### config.mk
export PLATFORM = sky130hd
export DESIGN_NAME = interrupt_priority_control
export DESIGN_NICKNAME = d
export VERILOG_FILES = /design/src/hw/irq_prio_pkg.sv /design/src/hw/interrupt_priority_control.sv
export SDC_FILE = /design/constraint.sdc
export NUM_CORES = 1
export LEC_CHECK = 0
export BUFFER_PORTS_ARGS = -buffer_cell sky130_fd_sc_hd__buf_4
export CORE_AREA = 2 2 219 221
export CTS_BUF_LIST = sky130_fd_sc_hd__clkbuf_2 sky130_fd_sc_hd__clkbuf_4 sky130_fd_sc_hd__clkbuf_8
export DETAILED_ROUTE_END_ITERATION = 8
export DIE_AREA = 0 0 221 223
export PLACE_DENSITY = 0.6
export SYNTH_ARGS = -nofsm -noshare
export SYNTH_HDL_FRONTEND = slang
export SYNTH_SLANG_ARGS = --single-unit
### constraint.sdc
create_clock -name sys_clk -period 51.1 [get_ports sys_clk]
set_input_delay 5.11 -clock sys_clk [delete_from_list [all_inputs] [get_ports sys_clk]]
set_output_delay 5.11 -clock sys_clk [all_outputs]
set_load 0.005 [all_outputs]
### src/hw/irq_prio_pkg.sv
package irq_prio_pkg;

	// Register bus geometry
	localparam int ADDR_W = 8;
	localparam int DATA_W = 16;

	// Register addresses
	localparam logic [7:0] ADR_STATUS_WORD = 8'h00;
	localparam logic [7:0] ADR_CORE_CTRL   = 8'h01;
	localparam logic [7:0] ADR_GCTRL_ONE   = 8'h02;
	localparam logic [7:0] ADR_GCTRL_TWO   = 8'h03;
	localparam logic [7:0] ADR_FLAG_BASE   = 8'h04;
	localparam logic [7:0] ADR_ENABLE_BASE = 8'h06;
	localparam logic [7:0] ADR_PRIO_BASE   = 8'h08;
	localparam logic [7:0] ADR_EVT_STATUS  = 8'h10;
	localparam logic [7:0] ADR_EVT_MASK    = 8'h11;

	// Field positions
	localparam int LEVEL_LSB  = 5;
	localparam int LEVEL_W    = 3;
	localparam int EXT_BIT    = 3;
	localparam int NEST_BIT   = 15;
	localparam int TRAP_LSB   = 1;
	localparam int TRAP_W     = 4;
	localparam int ALT_BIT    = 15;
	localparam int DINSTR_BIT = 14;
	localparam int POL_W      = 3;
	localparam int FLAGS_PER  = 16;
	localparam int PRIO_PER   = 4;
	localparam int PRIO_PITCH = 4;
	localparam int EVT_W      = TRAP_W + POL_W;

	// Source positions of the external request pins
	localparam int EXT_SRC0 = 0;
	localparam int EXT_SRC1 = 20;
	localparam int EXT_SRC2 = 29;

	// Reset values
	localparam logic [15:0] RST_WORD  = 16'h0000;
	localparam logic [2:0]  RST_LEVEL = 3'h0;
	localparam logic [2:0]  RST_PRIO  = 3'h0;

	typedef struct packed {
		logic [7:0]  addr;
		logic [15:0] wdata;
		logic        wr;
		logic        rd;
	} bus_req_t;

	typedef struct packed {
		logic       pending;
		logic [6:0] vector;
		logic [2:0] level;
	} dispatch_t;

endpackage : irq_prio_pkg

### src/hw/interrupt_priority_control.sv
`timescale 1ns/1ns
module interrupt_priority_control #(
	parameter int NUM_SRC = 32
) (
	input  wire logic                    sys_clk,
	input  wire logic                    rst_n,
	input  wire irq_prio_pkg::bus_req_t  bus,
	input  wire logic [NUM_SRC-1:0]      srcReq,
	input  wire logic [2:0]              extPin,
	input  wire logic [3:0]              trapEvt,
	input  wire logic                    cpuLevelWr,
	input  wire logic [3:0]              cpuLevelIn,
	input  wire logic                    disableInstrActive,
	output irq_prio_pkg::dispatch_t      dispatch_q,
	output logic [15:0]                  rdData_q,
	output logic                         irq_q,
	output logic                         altTable_q,
	output logic                         nestDisable_q
);

	localparam int NUM_WORDS = NUM_SRC / irq_prio_pkg::FLAGS_PER;
	localparam int NUM_PRIO  = NUM_SRC / irq_prio_pkg::PRIO_PER;

	function automatic logic hit(input logic [7:0] a, input logic [7:0] target);
		hit = (a == target);
	endfunction : hit

	logic [2:0]               levelLow_q;
	logic                     levelExt_q;
	logic [3:0]               trapStatus_q;
	logic [2:0]               polarity_q;
	logic [2:0]               extPrev_q;
	logic                     primed_q;
	logic [NUM_SRC-1:0]       flag_q;
	logic [NUM_SRC-1:0]       enable_q;
	logic [2:0]               prio_q [NUM_SRC];
	logic [6:0]               evtStatus_q;
	logic [6:0]               evtMask_q;
	logic [6:0]               evtStatus_d;
	logic [6:0]               evtMask_d;
	logic [2:0]               extEdge;
	logic [NUM_SRC-1:0]       srcSet;
	logic [3:0]               cpuLevel;
	logic [15:0]              prioWord [NUM_PRIO];
	logic [15:0]              rdMux;
	logic                     anyElig;
	logic [6:0]               bestVec;
	logic [2:0]               bestPrio;

	assign cpuLevel = {levelExt_q, levelLow_q};

	// External pin edge detection, armed one cycle after reset
	always_ff @(posedge sys_clk) begin
		if (!rst_n) begin
			extPrev_q <= 3'h0;
			primed_q  <= 1'b0;
		end else begin
			extPrev_q <= extPin;
			primed_q  <= 1'b1;
		end
	end

	always_comb begin
		for (int p = 0; p < irq_prio_pkg::POL_W; p++) begin
			if (polarity_q[p]) begin
				extEdge[p] = primed_q & extPrev_q[p] & ~extPin[p];
			end else begin
				extEdge[p] = primed_q & ~extPrev_q[p] & extPin[p];
			end
		end
	end

	always_comb begin
		srcSet = srcReq;
		srcSet[irq_prio_pkg::EXT_SRC0] = srcReq[irq_prio_pkg::EXT_SRC0] | extEdge[0];
		srcSet[irq_prio_pkg::EXT_SRC1] = srcReq[irq_prio_pkg::EXT_SRC1] | extEdge[1];
		srcSet[irq_prio_pkg::EXT_SRC2] = srcReq[irq_prio_pkg::EXT_SRC2] | extEdge[2];
	end

	// Per-source flag, enable and priority storage
	genvar g;
	generate
		for (g = 0; g < NUM_SRC; g++) begin : g_src
			localparam int WRD = g / irq_prio_pkg::FLAGS_PER;
			localparam int BT  = g % irq_prio_pkg::FLAGS_PER;
			localparam int PRG = g / irq_prio_pkg::PRIO_PER;
			localparam int FLD = (g % irq_prio_pkg::PRIO_PER) * irq_prio_pkg::PRIO_PITCH;
			logic wrFlag;
			logic wrEn;
			logic wrPrio;
			assign wrFlag = bus.wr && hit(bus.addr, irq_prio_pkg::ADR_FLAG_BASE + 8'(WRD));
			assign wrEn   = bus.wr && hit(bus.addr, irq_prio_pkg::ADR_ENABLE_BASE + 8'(WRD));
			assign wrPrio = bus.wr && hit(bus.addr, irq_prio_pkg::ADR_PRIO_BASE + 8'(PRG));

			always_ff @(posedge sys_clk) begin
				if (!rst_n) begin
					flag_q[g] <= 1'b0;
				end else if (srcSet[g]) begin
					flag_q[g] <= 1'b1;
				end else if (wrFlag) begin
					flag_q[g] <= bus.wdata[BT];
				end
			end

			always_ff @(posedge sys_clk) begin
				if (!rst_n) begin
					enable_q[g] <= 1'b0;
				end else if (wrEn) begin
					enable_q[g] <= bus.wdata[BT];
				end
			end

			always_ff @(posedge sys_clk) begin
				if (!rst_n) begin
					prio_q[g] <= irq_prio_pkg::RST_PRIO;
				end else if (wrPrio) begin
					prio_q[g] <= bus.wdata[FLD +: 3];
				end
			end
		end
	endgenerate

	always_comb begin
		for (int k = 0; k < NUM_PRIO; k++) begin
			prioWord[k] = irq_prio_pkg::RST_WORD;
			for (int f = 0; f < irq_prio_pkg::PRIO_PER; f++) begin
				prioWord[k][f*irq_prio_pkg::PRIO_PITCH +: 3] = prio_q[k*irq_prio_pkg::PRIO_PER + f];
			end
		end
	end

	// CPU level, low field and extension bit
	always_ff @(posedge sys_clk) begin
		if (!rst_n) begin
			levelLow_q <= irq_prio_pkg::RST_LEVEL;
		end else if (cpuLevelWr) begin
			levelLow_q <= cpuLevelIn[2:0];
		end else if (bus.wr && hit(bus.addr, irq_prio_pkg::ADR_STATUS_WORD)
				&& !nestDisable_q) begin
			levelLow_q <= bus.wdata[irq_prio_pkg::LEVEL_LSB +: 3];
		end
	end

	always_ff @(posedge sys_clk) begin
		if (!rst_n) begin
			levelExt_q <= 1'b0;
		end else if (cpuLevelWr) begin
			levelExt_q <= cpuLevelIn[3];
		end else if (bus.wr && hit(bus.addr, irq_prio_pkg::ADR_CORE_CTRL)
				&& !bus.wdata[irq_prio_pkg::EXT_BIT]) begin
			levelExt_q <= 1'b0;
		end
	end

	// Global control one
	always_ff @(posedge sys_clk) begin
		if (!rst_n) begin
			nestDisable_q <= 1'b0;
		end else if (bus.wr && hit(bus.addr, irq_prio_pkg::ADR_GCTRL_ONE)) begin
			nestDisable_q <= bus.wdata[irq_prio_pkg::NEST_BIT];
		end
	end

	always_ff @(posedge sys_clk) begin
		if (!rst_n) begin
			trapStatus_q <= 4'h0;
		end else begin
			if (bus.wr && hit(bus.addr, irq_prio_pkg::ADR_GCTRL_ONE)) begin
				trapStatus_q <= bus.wdata[irq_prio_pkg::TRAP_LSB +: 4] | trapEvt;
			end else begin
				trapStatus_q <= trapStatus_q | trapEvt;
			end
		end
	end

	// Global control two
	always_ff @(posedge sys_clk) begin
		if (!rst_n) begin
			altTable_q <= 1'b0;
			polarity_q <= 3'h0;
		end else if (bus.wr && hit(bus.addr, irq_prio_pkg::ADR_GCTRL_TWO)) begin
			altTable_q <= bus.wdata[irq_prio_pkg::ALT_BIT];
			polarity_q <= bus.wdata[2:0];
		end
	end

	// Event status, cleared by read, a new event wins
	always_comb begin
		evtStatus_d = evtStatus_q;
		if (bus.rd && hit(bus.addr, irq_prio_pkg::ADR_EVT_STATUS)) begin
			evtStatus_d = 7'h00;
		end
		evtStatus_d = evtStatus_d | {extEdge, trapEvt};
		evtMask_d = evtMask_q;
		if (bus.wr && hit(bus.addr, irq_prio_pkg::ADR_EVT_MASK)) begin
			evtMask_d = bus.wdata[irq_prio_pkg::EVT_W-1:0];
		end
	end

	always_ff @(posedge sys_clk) begin
		if (!rst_n) begin
			evtStatus_q <= 7'h00;
			evtMask_q   <= 7'h00;
			irq_q       <= 1'b0;
		end else begin
			evtStatus_q <= evtStatus_d;
			evtMask_q   <= evtMask_d;
			irq_q       <= |(evtStatus_d & evtMask_d);
		end
	end

	// Highest priority eligible source, ties to lowest vector
	always_comb begin
		anyElig  = 1'b0;
		bestVec  = 7'h00;
		bestPrio = 3'h0;
		for (int i = NUM_SRC - 1; i >= 0; i--) begin
			if (flag_q[i] && enable_q[i] && ({1'b0, prio_q[i]} > cpuLevel)
					&& (!anyElig || prio_q[i] >= bestPrio)) begin
				anyElig  = 1'b1;
				bestVec  = 7'(i);
				bestPrio = prio_q[i];
			end
		end
	end

	always_ff @(posedge sys_clk) begin
		if (!rst_n) begin
			dispatch_q <= '0;
		end else begin
			dispatch_q.pending <= anyElig;
			dispatch_q.vector  <= bestVec;
			dispatch_q.level   <= bestPrio;
		end
	end

	// Read path, unimplemented bits and addresses read as zero
	always_comb begin
		rdMux = irq_prio_pkg::RST_WORD;
		case (bus.addr)
			irq_prio_pkg::ADR_STATUS_WORD: rdMux[irq_prio_pkg::LEVEL_LSB +: 3] = levelLow_q;
			irq_prio_pkg::ADR_CORE_CTRL:   rdMux[irq_prio_pkg::EXT_BIT] = levelExt_q;
			irq_prio_pkg::ADR_GCTRL_ONE: begin
				rdMux[irq_prio_pkg::NEST_BIT] = nestDisable_q;
				rdMux[irq_prio_pkg::TRAP_LSB +: 4] = trapStatus_q;
			end
			irq_prio_pkg::ADR_GCTRL_TWO: begin
				rdMux[irq_prio_pkg::ALT_BIT]  = altTable_q;
				rdMux[irq_prio_pkg::DINSTR_BIT] = disableInstrActive;
				rdMux[2:0] = polarity_q;
			end
			irq_prio_pkg::ADR_EVT_STATUS: rdMux[irq_prio_pkg::EVT_W-1:0] = evtStatus_q;
			irq_prio_pkg::ADR_EVT_MASK:   rdMux[irq_prio_pkg::EVT_W-1:0] = evtMask_q;
			default: begin
				for (int k = 0; k < NUM_WORDS; k++) begin
					if (hit(bus.addr, irq_prio_pkg::ADR_FLAG_BASE + 8'(k))) begin
						rdMux = flag_q[k*16 +: 16];
					end
					if (hit(bus.addr, irq_prio_pkg::ADR_ENABLE_BASE + 8'(k))) begin
						rdMux = enable_q[k*16 +: 16];
					end
				end
				for (int k = 0; k < NUM_PRIO; k++) begin
					if (hit(bus.addr, irq_prio_pkg::ADR_PRIO_BASE + 8'(k))) begin
						rdMux = prioWord[k];
					end
				end
			end
		endcase
	end

	always_ff @(posedge sys_clk) begin
		if (!rst_n) begin
			rdData_q <= irq_prio_pkg::RST_WORD;
		end else if (bus.rd) begin
			rdData_q <= rdMux;
		end else begin
			rdData_q <= irq_prio_pkg::RST_WORD;
		end
	end
endmodule : interrupt_priority_control

==> out/metrics.cfg, run 1 <==
[run_status]
result_of_the_run = finished, final reports clean

[grt]
total_global_routing_track_utilization = 0.249
wire_length_of_the_first_global_routing_pass_um = 95100
first_global_vias = 15800
grt-ovfl-total = 0
grt_max_degree = 93
antenna_found_initial = 0

[timing]
clock-skew-final_ps = 21.9
max_slew_margin = 0.200
post-route-worst-setup-slack_ps = 3780
hold_violation_total_from_the_final_report = 0
maxSlewViolCount = 0
fmax_mhz = 21.1
unrepaired_setup_endpoints_after_global_routing = false
sum_of_negative_setup_slack_ps = 0
worstMarginPinSlew_ps = 1190
finalSetupViolCount = 0
layout_worst_path_cycle_share = 0.926
final_period_demand_of_the_worst_path_ps = 47320
finalHoldWorstSlack_ps = 475

[yosys]
synthFlopType = dfxtp_1
synthesis.area_um2 = 16700
synth_enable_flop_cells = 96
syn-mean-instance-area_um2 = 8.44
synth_seq_area_share = 0.317
post_synth_inst_count = 1982
ys_seq_elements = 217
synth-async-reset-ratio = 0
synth.lib_cells_used.distinct = 109
yosysWarnings = 0

[finish]
finalNetCount = 2296
antenna_cells = 0
multi_input_area_um2 = 10700
drive_above_1_share = 0.128
final.fill_count = 4699
area_delta_synth_final_pct = 13.5
most_common_cell_after_layout_fill_and_taps_aside = nand2_1
final_area_um2 = 19000
fin_cells = 2700
area.sequential_um2 = 5310
layout_common_cells = 244 x nand2_1, 167 x ha_1, 142 x a21oi_1

[drt]
avgViaCountPerCell = 6.05
route.final.wire_length_um = 63300
drtPass1Iterations = 8
via_count = 16300
antenna_violating_nets_post_route = 0
routed_wire_length_per_instance_um = 23.4
drt-initial-drc-count = 1625
detail_route.drc_violations = 0

[critical_path]
setup_slack_reg_to_reg_ps = 3780
crit_path_top_delay_cell = a2111oi_1
timing.critical_path.mode_cell = ha_1
critPathMaxFanout = 12
data_arrival_at_the_endpoint_of_the_critical_path_ps = 47760
worst-setup-path-type = flop to flop
timing.critical_path.slowest_cell_delay_ps = 530
worst_setup_path_start_kind = flop
critPathCaptureType = flop
timing.critical_path.required_ps = 51540

[clock_network]
clock_insertion_delay_worst_skew_ps = 570
ctsHtreeMaxLevel = 2
tritoncts_num_sinks = 217
postCtsSetupRepairBufs = 0
cts-buffers-inserted = 39
cts_root_buf = clkbuf_8
clk_pin_slew_ps = 70
cts_tree = built
clk_path_buf_depth = 3

[floorplan]
placementRows = 80
num_io_pins = 103
start_util = 0.355
coreArea_um2 = 47100
die-height_um = 223
die_area_um2 = 49300
die_w_um = 221

[run]
drv.max_cap_violation_count = 0

[placement]
place.port_buffers = 100
worst_slack_placed_ps = 3590
dpl_cell_area_um2 = 18000
dpl.cell_count = 2630
dp.final_hpwl_um = 47300
gp_routability_congestion = 0.932

[power]
ir_drop_v = 0.0000226
power_leakage_nw = 7.72
power_density_nw_per_um2 = 23.3

[hold_path]
min-delay-path-class = flop to flop

[what timing repair did]
action,4_1_cts,5_1_grt
hold buffers,0,0
gates resized for setup,0,14
endpoints found under the hold margin,0,0
endpoints found under the setup margin,0,8
[cells in the mapped netlist, types with 7 or more instances]
cell type | n | area share
a22oi_1 | 39 | 0.018
edfxtp_1 | 96 | 0.17
ha_1 | 167 | 0.12
dfxtp_1 | 121 | 0.14
inv_1 | 96 | 0.022
nand2_1 | 244 | 0.055
nand2b_1 | 39 | 0.015
o21a_1 | 25 | 0.011
o31ai_1 | 14 | 0.0063
mux2_2 | 14 | 0.0094
and3_1 | 57 | 0.021
nor2_1 | 140 | 0.031
a31oi_1 | 31 | 0.012
nor4_1 | 18 | 0.0067
a211o_1 | 8 | 0.0042
o211ai_1 | 21 | 0.0094
or2_2 | 13 | 0.0049
nand3b_1 | 7 | 0.0031
a222oi_1 | 9 | 0.0054
clkbuf_1 | 74 | 0.017
nor2b_1 | 28 | 0.010
and2_1 | 125 | 0.047
mux2i_1 | 24 | 0.014
nor3_1 | 24 | 0.0072
nand3_1 | 43 | 0.013
a21o_1 | 30 | 0.013
or3_1 | 8 | 0.0030
a21oi_1 | 144 | 0.043
a211oi_1 | 53 | 0.024
o21ai_0 | 76 | 0.023
o22ai_1 | 10 | 0.0037
nand4_1 | 16 | 0.0060
a311oi_1 | 16 | 0.0084
a221oi_1 | 10 | 0.0052
[stage by stage]
| stage | total power [mW] | util |
|---|---|---|
| after floorplan | 0.229 | - |
| after global placement | 0.250 | 0.382 |
| after detailed placement | 0.252 | 0.382 |
| after CTS | 0.441 | 0.401 |
| after global routing | 0.455 | 0.402 |
| final | 0.441 | 0.402 |
[path summary, 6_finish.rpt]
| kind | from | to | cells past startpoint |
|---|---|---|---|
| worst max-delay path | prio_q[1][47]$_SDFFCE_PN0P_ | dispatch_q[7]$_SDFF_PP0_ | 222 |
| worst min-delay path | enable_q[14]$_SDFFE_PN0P_ | enable_q[14]$_SDFFE_PN0P_ | 2 |
| worst max register to register | prio_q[1][47]$_SDFFCE_PN0P_ | dispatch_q[7]$_SDFF_PP0_ | 222 |
| worst min register to register | enable_q[14]$_SDFFE_PN0P_ | enable_q[14]$_SDFFE_PN0P_ | 2 |
[critical path: cells and delay by family, from the launching register on]
family                     cells  cell delay, ps
AOI/OAI and AO/OA             95           22360
and+or+nand+nor               74           11680
adders and majority gates     32            8640
muxes                          9            2920
buffers and inverters         12            1110
DFF                            1             450
[layout make-up]
cell class                      instances  share of cell area
Clock buffer                           53              0.0355
Tap cell                              615              0.0406
Sequential cell                       217               0.280
Multi-Input combinational cell       1585               0.567
Inverter                               97              0.0199
Clock inverter                         17              0.0119
Timing Repair Buffer                  116              0.0459
[power by group]
part	internal (mW)	total (mW)	switching, mW
Combinational	0.0195	0.0518	0.0323
Clock	0.112	0.191	0.0793
Sequential	0.188	0.198	0.0103
Total	0.319	0.441	0.122
[state kept, by name, summed over array words and instances (netlist names)]
name	count
nestDisable_q	1
enable_q	32
evtStatus_q	7
altTable_q	1
evtMask_q	7
levelExt_q	1
irq_q	1
trapStatus_q	4
levelLow_q	3
dispatch_q	9
polarity_q	3
extPrev_q	3
rdData_q	16
prio_q	96
flag_q	32
primed_q	1
[layer usage]
| metal | GRT usage | routed length [um] | vias up |
|---|---|---|---|
| met4 | 0.107 | 2770 | 0 |
| met2 | 0.421 | 29900 | 776 |
| met3 | 0.0340 | 4710 | 156 |
| met5 | 0 | 0 | - |
| li1 | - | - | 7531 |
| met1 | 0.317 | 25900 | 7884 |
[kinds of logic (layout without fill, tap and decap cells)]
family / after synthesis / count (layout) / synth area share
AOI/OAI and AO/OA: 589 / 589 / 0.251
adders and majority gates: 167 / 167 / 0.125
buffers and inverters: 181 / 283 / 0.0439
DFF: 217 / 217 / 0.317
muxes: 38 / 38 / 0.0238
other: 1 / 2 / 0.000224
and+or+nand+nor: 789 / 789 / 0.239
(Power assumes the default switching activity.)
==> run 2, diff against run 1 <==
--- a/config.mk
+++ b/config.mk
@@ -10,7 +10,7 @@
 export CTS_BUF_LIST = sky130_fd_sc_hd__clkbuf_2 sky130_fd_sc_hd__clkbuf_4 sky130_fd_sc_hd__clkbuf_8
 export DETAILED_ROUTE_END_ITERATION = 8
 export DIE_AREA = 0 0 221 223
-export PLACE_DENSITY = 0.6
+export PLACE_DENSITY = 0.49
 export SYNTH_ARGS = -nofsm -noshare
 export SYNTH_HDL_FRONTEND = slang
 export SYNTH_SLANG_ARGS = --single-unit
==> run 2 against run 1 <==
Against the previous run:
- worst hold slack got worse by 0.72 ps
- combinational power hardly changed
- setup slack gained 190 ps
- non-clock buffer count increased by 2
- clock skew rose by 7.1 ps
- final cell count about the same
- clock power shrank 9%
- global-route usage rose by 1.5 points
- sequential power about the same
- clock-buffer cell count is 7 higher
==> out/metrics.cfg, run 2 (same netlist as run 1, synthesis figures left out) <==
[floorplan]
coreArea_um2 = 47100
start_util = 0.355
num_io_pins = 103
die_w_um = 221
placementRows = 80
die_area_um2 = 49300
die-height_um = 223

[hold_path]
worst_hold_start = enable_q[4]$_SDFFE_PN0P_
whs_endpoint = enable_q[4]$_SDFFE_PN0P_
min-delay-path-class = flop to flop
worstHoldPathCells = 2

[timing]
layout_worst_path_cycle_share = 0.922
hold_violation_total_from_the_final_report = 0
max_slew_margin = 0.196
clock-skew-final_ps = 29.0
fmax_mhz = 21.2
finalHoldWorstSlack_ps = 474
maxSlewViolCount = 0
final_period_demand_of_the_worst_path_ps = 47130
finalSetupViolCount = 0
worstMarginPinSlew_ps = 1200

[drt]
antenna_violating_nets_post_route = 0
via_count = 16100
avgViaCountPerCell = 5.94
route.final.wire_length_um = 67000
drtPass1Iterations = 6
routed_wire_length_per_instance_um = 24.8
detail_route.drc_violations = 0
drt-initial-drc-count = 1599

[critical_path]
worst_r2r_endpoint = dispatch_q[7]$_SDFF_PP0_
worst_r2r_path_depth = 221
critical_path.top_delay_family = compound AO/OA/AOI/OAI gates
data_arrival_at_the_endpoint_of_the_critical_path_ps = 47600
setup_slack_reg_to_reg_ps = 3970
critPathCaptureType = flop
number_of_stages_on_the_worst_setup_path = 221
crit_path_top_delay_cell = a31oi_1
timing.critical_path.mode_cell = ha_1
worst-setup-path-type = flop to flop
worst_setup_path_start_kind = flop
buffer_and_inverter_count_on_the_worst_path = 13
timing.critical_path.required_ps = 51570
timing.critical_path.slowest_cell_delay_ps = 560
startpoint = levelLow_q[0]$_SDFFE_PN0P_
crit-reg2reg-launch = levelLow_q[0]$_SDFFE_PN0P_
critPathMaxFanout = 34

[finish]
largest_reg_flops = 96
area_delta_synth_final_pct = 13.1
most_common_cell_after_layout_fill_and_taps_aside = nand2_1
layout_top_registers = prio_q x96, enable_q x32, flag_q x32
finalNetCount = 2298
layout_common_cells = 244 x nand2_1, 167 x ha_1, 142 x a21oi_1
final.fill_count = 4769
fin_cells = 2702
drive_above_1_share = 0.129
largest_register = prio_q

[clock_network]
cts_hold_buf = 0
cts_tree = built
ctsHtreeMaxLevel = 2
tritoncts_num_sinks = 217
clk_pin_slew_ps = 70
cts-buffers-inserted = 39
clk_path_buf_depth = 3
cts_root_buf = clkbuf_8
clock_insertion_delay_worst_skew_ps = 570

[grt]
total_global_routing_track_utilization = 0.263
antenna_found_initial = 2
first_global_vias = 15400
grt_max_degree = 93
grt-ovfl-total = 0
wire_length_of_the_first_global_routing_pass_um = 99000

[placement]
gp_routability_congestion = 0.905
dpl.cell_count = 2632
place.port_buffers = 100
dp.final_hpwl_um = 50100

[power]
power_leakage_nw = 7.70
power_density_nw_per_um2 = 22.4
ir_drop_v = 0.0000238

[run]
drv.max_cap_violation_count = 0

[run_status]
result_of_the_run = finished, final reports clean

## run 2: cell count changes in the layout (fill, tap and decap cells not counted), moves of 2 or more
| cell | change |
|---|---|
| o31ai_1 | -2 |
| o31ai_2 | +2 |
| clkinv_4 | -2 |
| bufinv_16 | -5 |
| clkbuf_4 | +3 |
| clkinvlp_4 | -2 |
| clkbuf_8 | +4 |
## run 2: area by class of cell
type / count / area [um^2] / area share
multi-input cells: 1585 / 10800 / 0.569
flip-flops and latches: 217 / 5310 / 0.281
repair buffers: 118 / 890 / 0.0470
well taps: 615 / 769 / 0.0407
clock buffers: 60 / 751 / 0.0397
inverters: 97 / 377 / 0.0199
clock inverters: 9 / 47.5 / 0.00251
diodes: 1 / 2.50 / 0.000132
## run 2: per-layer routing
metal,track usage,up-vias,part of all wire
met5,0,-,0.00019
li1,-,7530,-
met2,0.445,579,0.47
met4,0.0879,2,0.033
met1,0.351,7840,0.44
met3,0.0270,103,0.054
## run 2: power breakdown
part	switching [mW]	internal [mW]	total (mW)
clock network	0.0803	0.0935	0.174
logic	0.0325	0.0195	0.0520
registers	0.0103	0.188	0.198
total	0.123	0.301	0.424
## run 2: through the flow
step | area, um^2 | power (mW) | setup slack, ps | util | TNS (ps)
after floorplan | 16700 | 0.229 | 8910 | - | 0
after CTS | 18800 | 0.425 | 3060 | 0.400 | 0
after detailed placement | 18000 | 0.253 | 3280 | 0.383 | 0
final | 18900 | 0.424 | 3970 | 0.401 | 0
after global placement | 18000 | 0.251 | 4720 | 0.383 | 0
after global routing | 18900 | 0.439 | -25.1 | 0.401 | -25.1
## run 2: worst max-delay path by stage
| stage | slack [ps] | endpoint |
|---|---|---|
| 2_1_floorplan | 8910 | dispatch_q[7]$_SDFF_PP0_ |
| 3_3_place_gp | 4720 | dispatch_q[7]$_SDFF_PP0_ |
| 3_5_place_dp | 3280 | dispatch_q[7]$_SDFF_PP0_ |
| 4_1_cts | 3060 | dispatch_q[7]$_SDFF_PP0_ |
| 5_1_grt | -30 | dispatch_q[7]$_SDFF_PP0_ |
| 6_report | 3970 | dispatch_q[7]$_SDFF_PP0_ |
## run 2: timing repair
action,CTS,global route
setup endpoints to repair,0,8
setup buffers,0,0
resized for setup,0,14
## run 2: worst register-to-register path: cells and delay by family (launching register included)
family                     cells  cell delay (ps)
muxes                          9             3020
AOI/OAI and AO/OA             96            22050
DFF                            1              330
adders and majority gates     32             8500
and+or+nand+nor               71            11740
buffers and inverters         13             1450
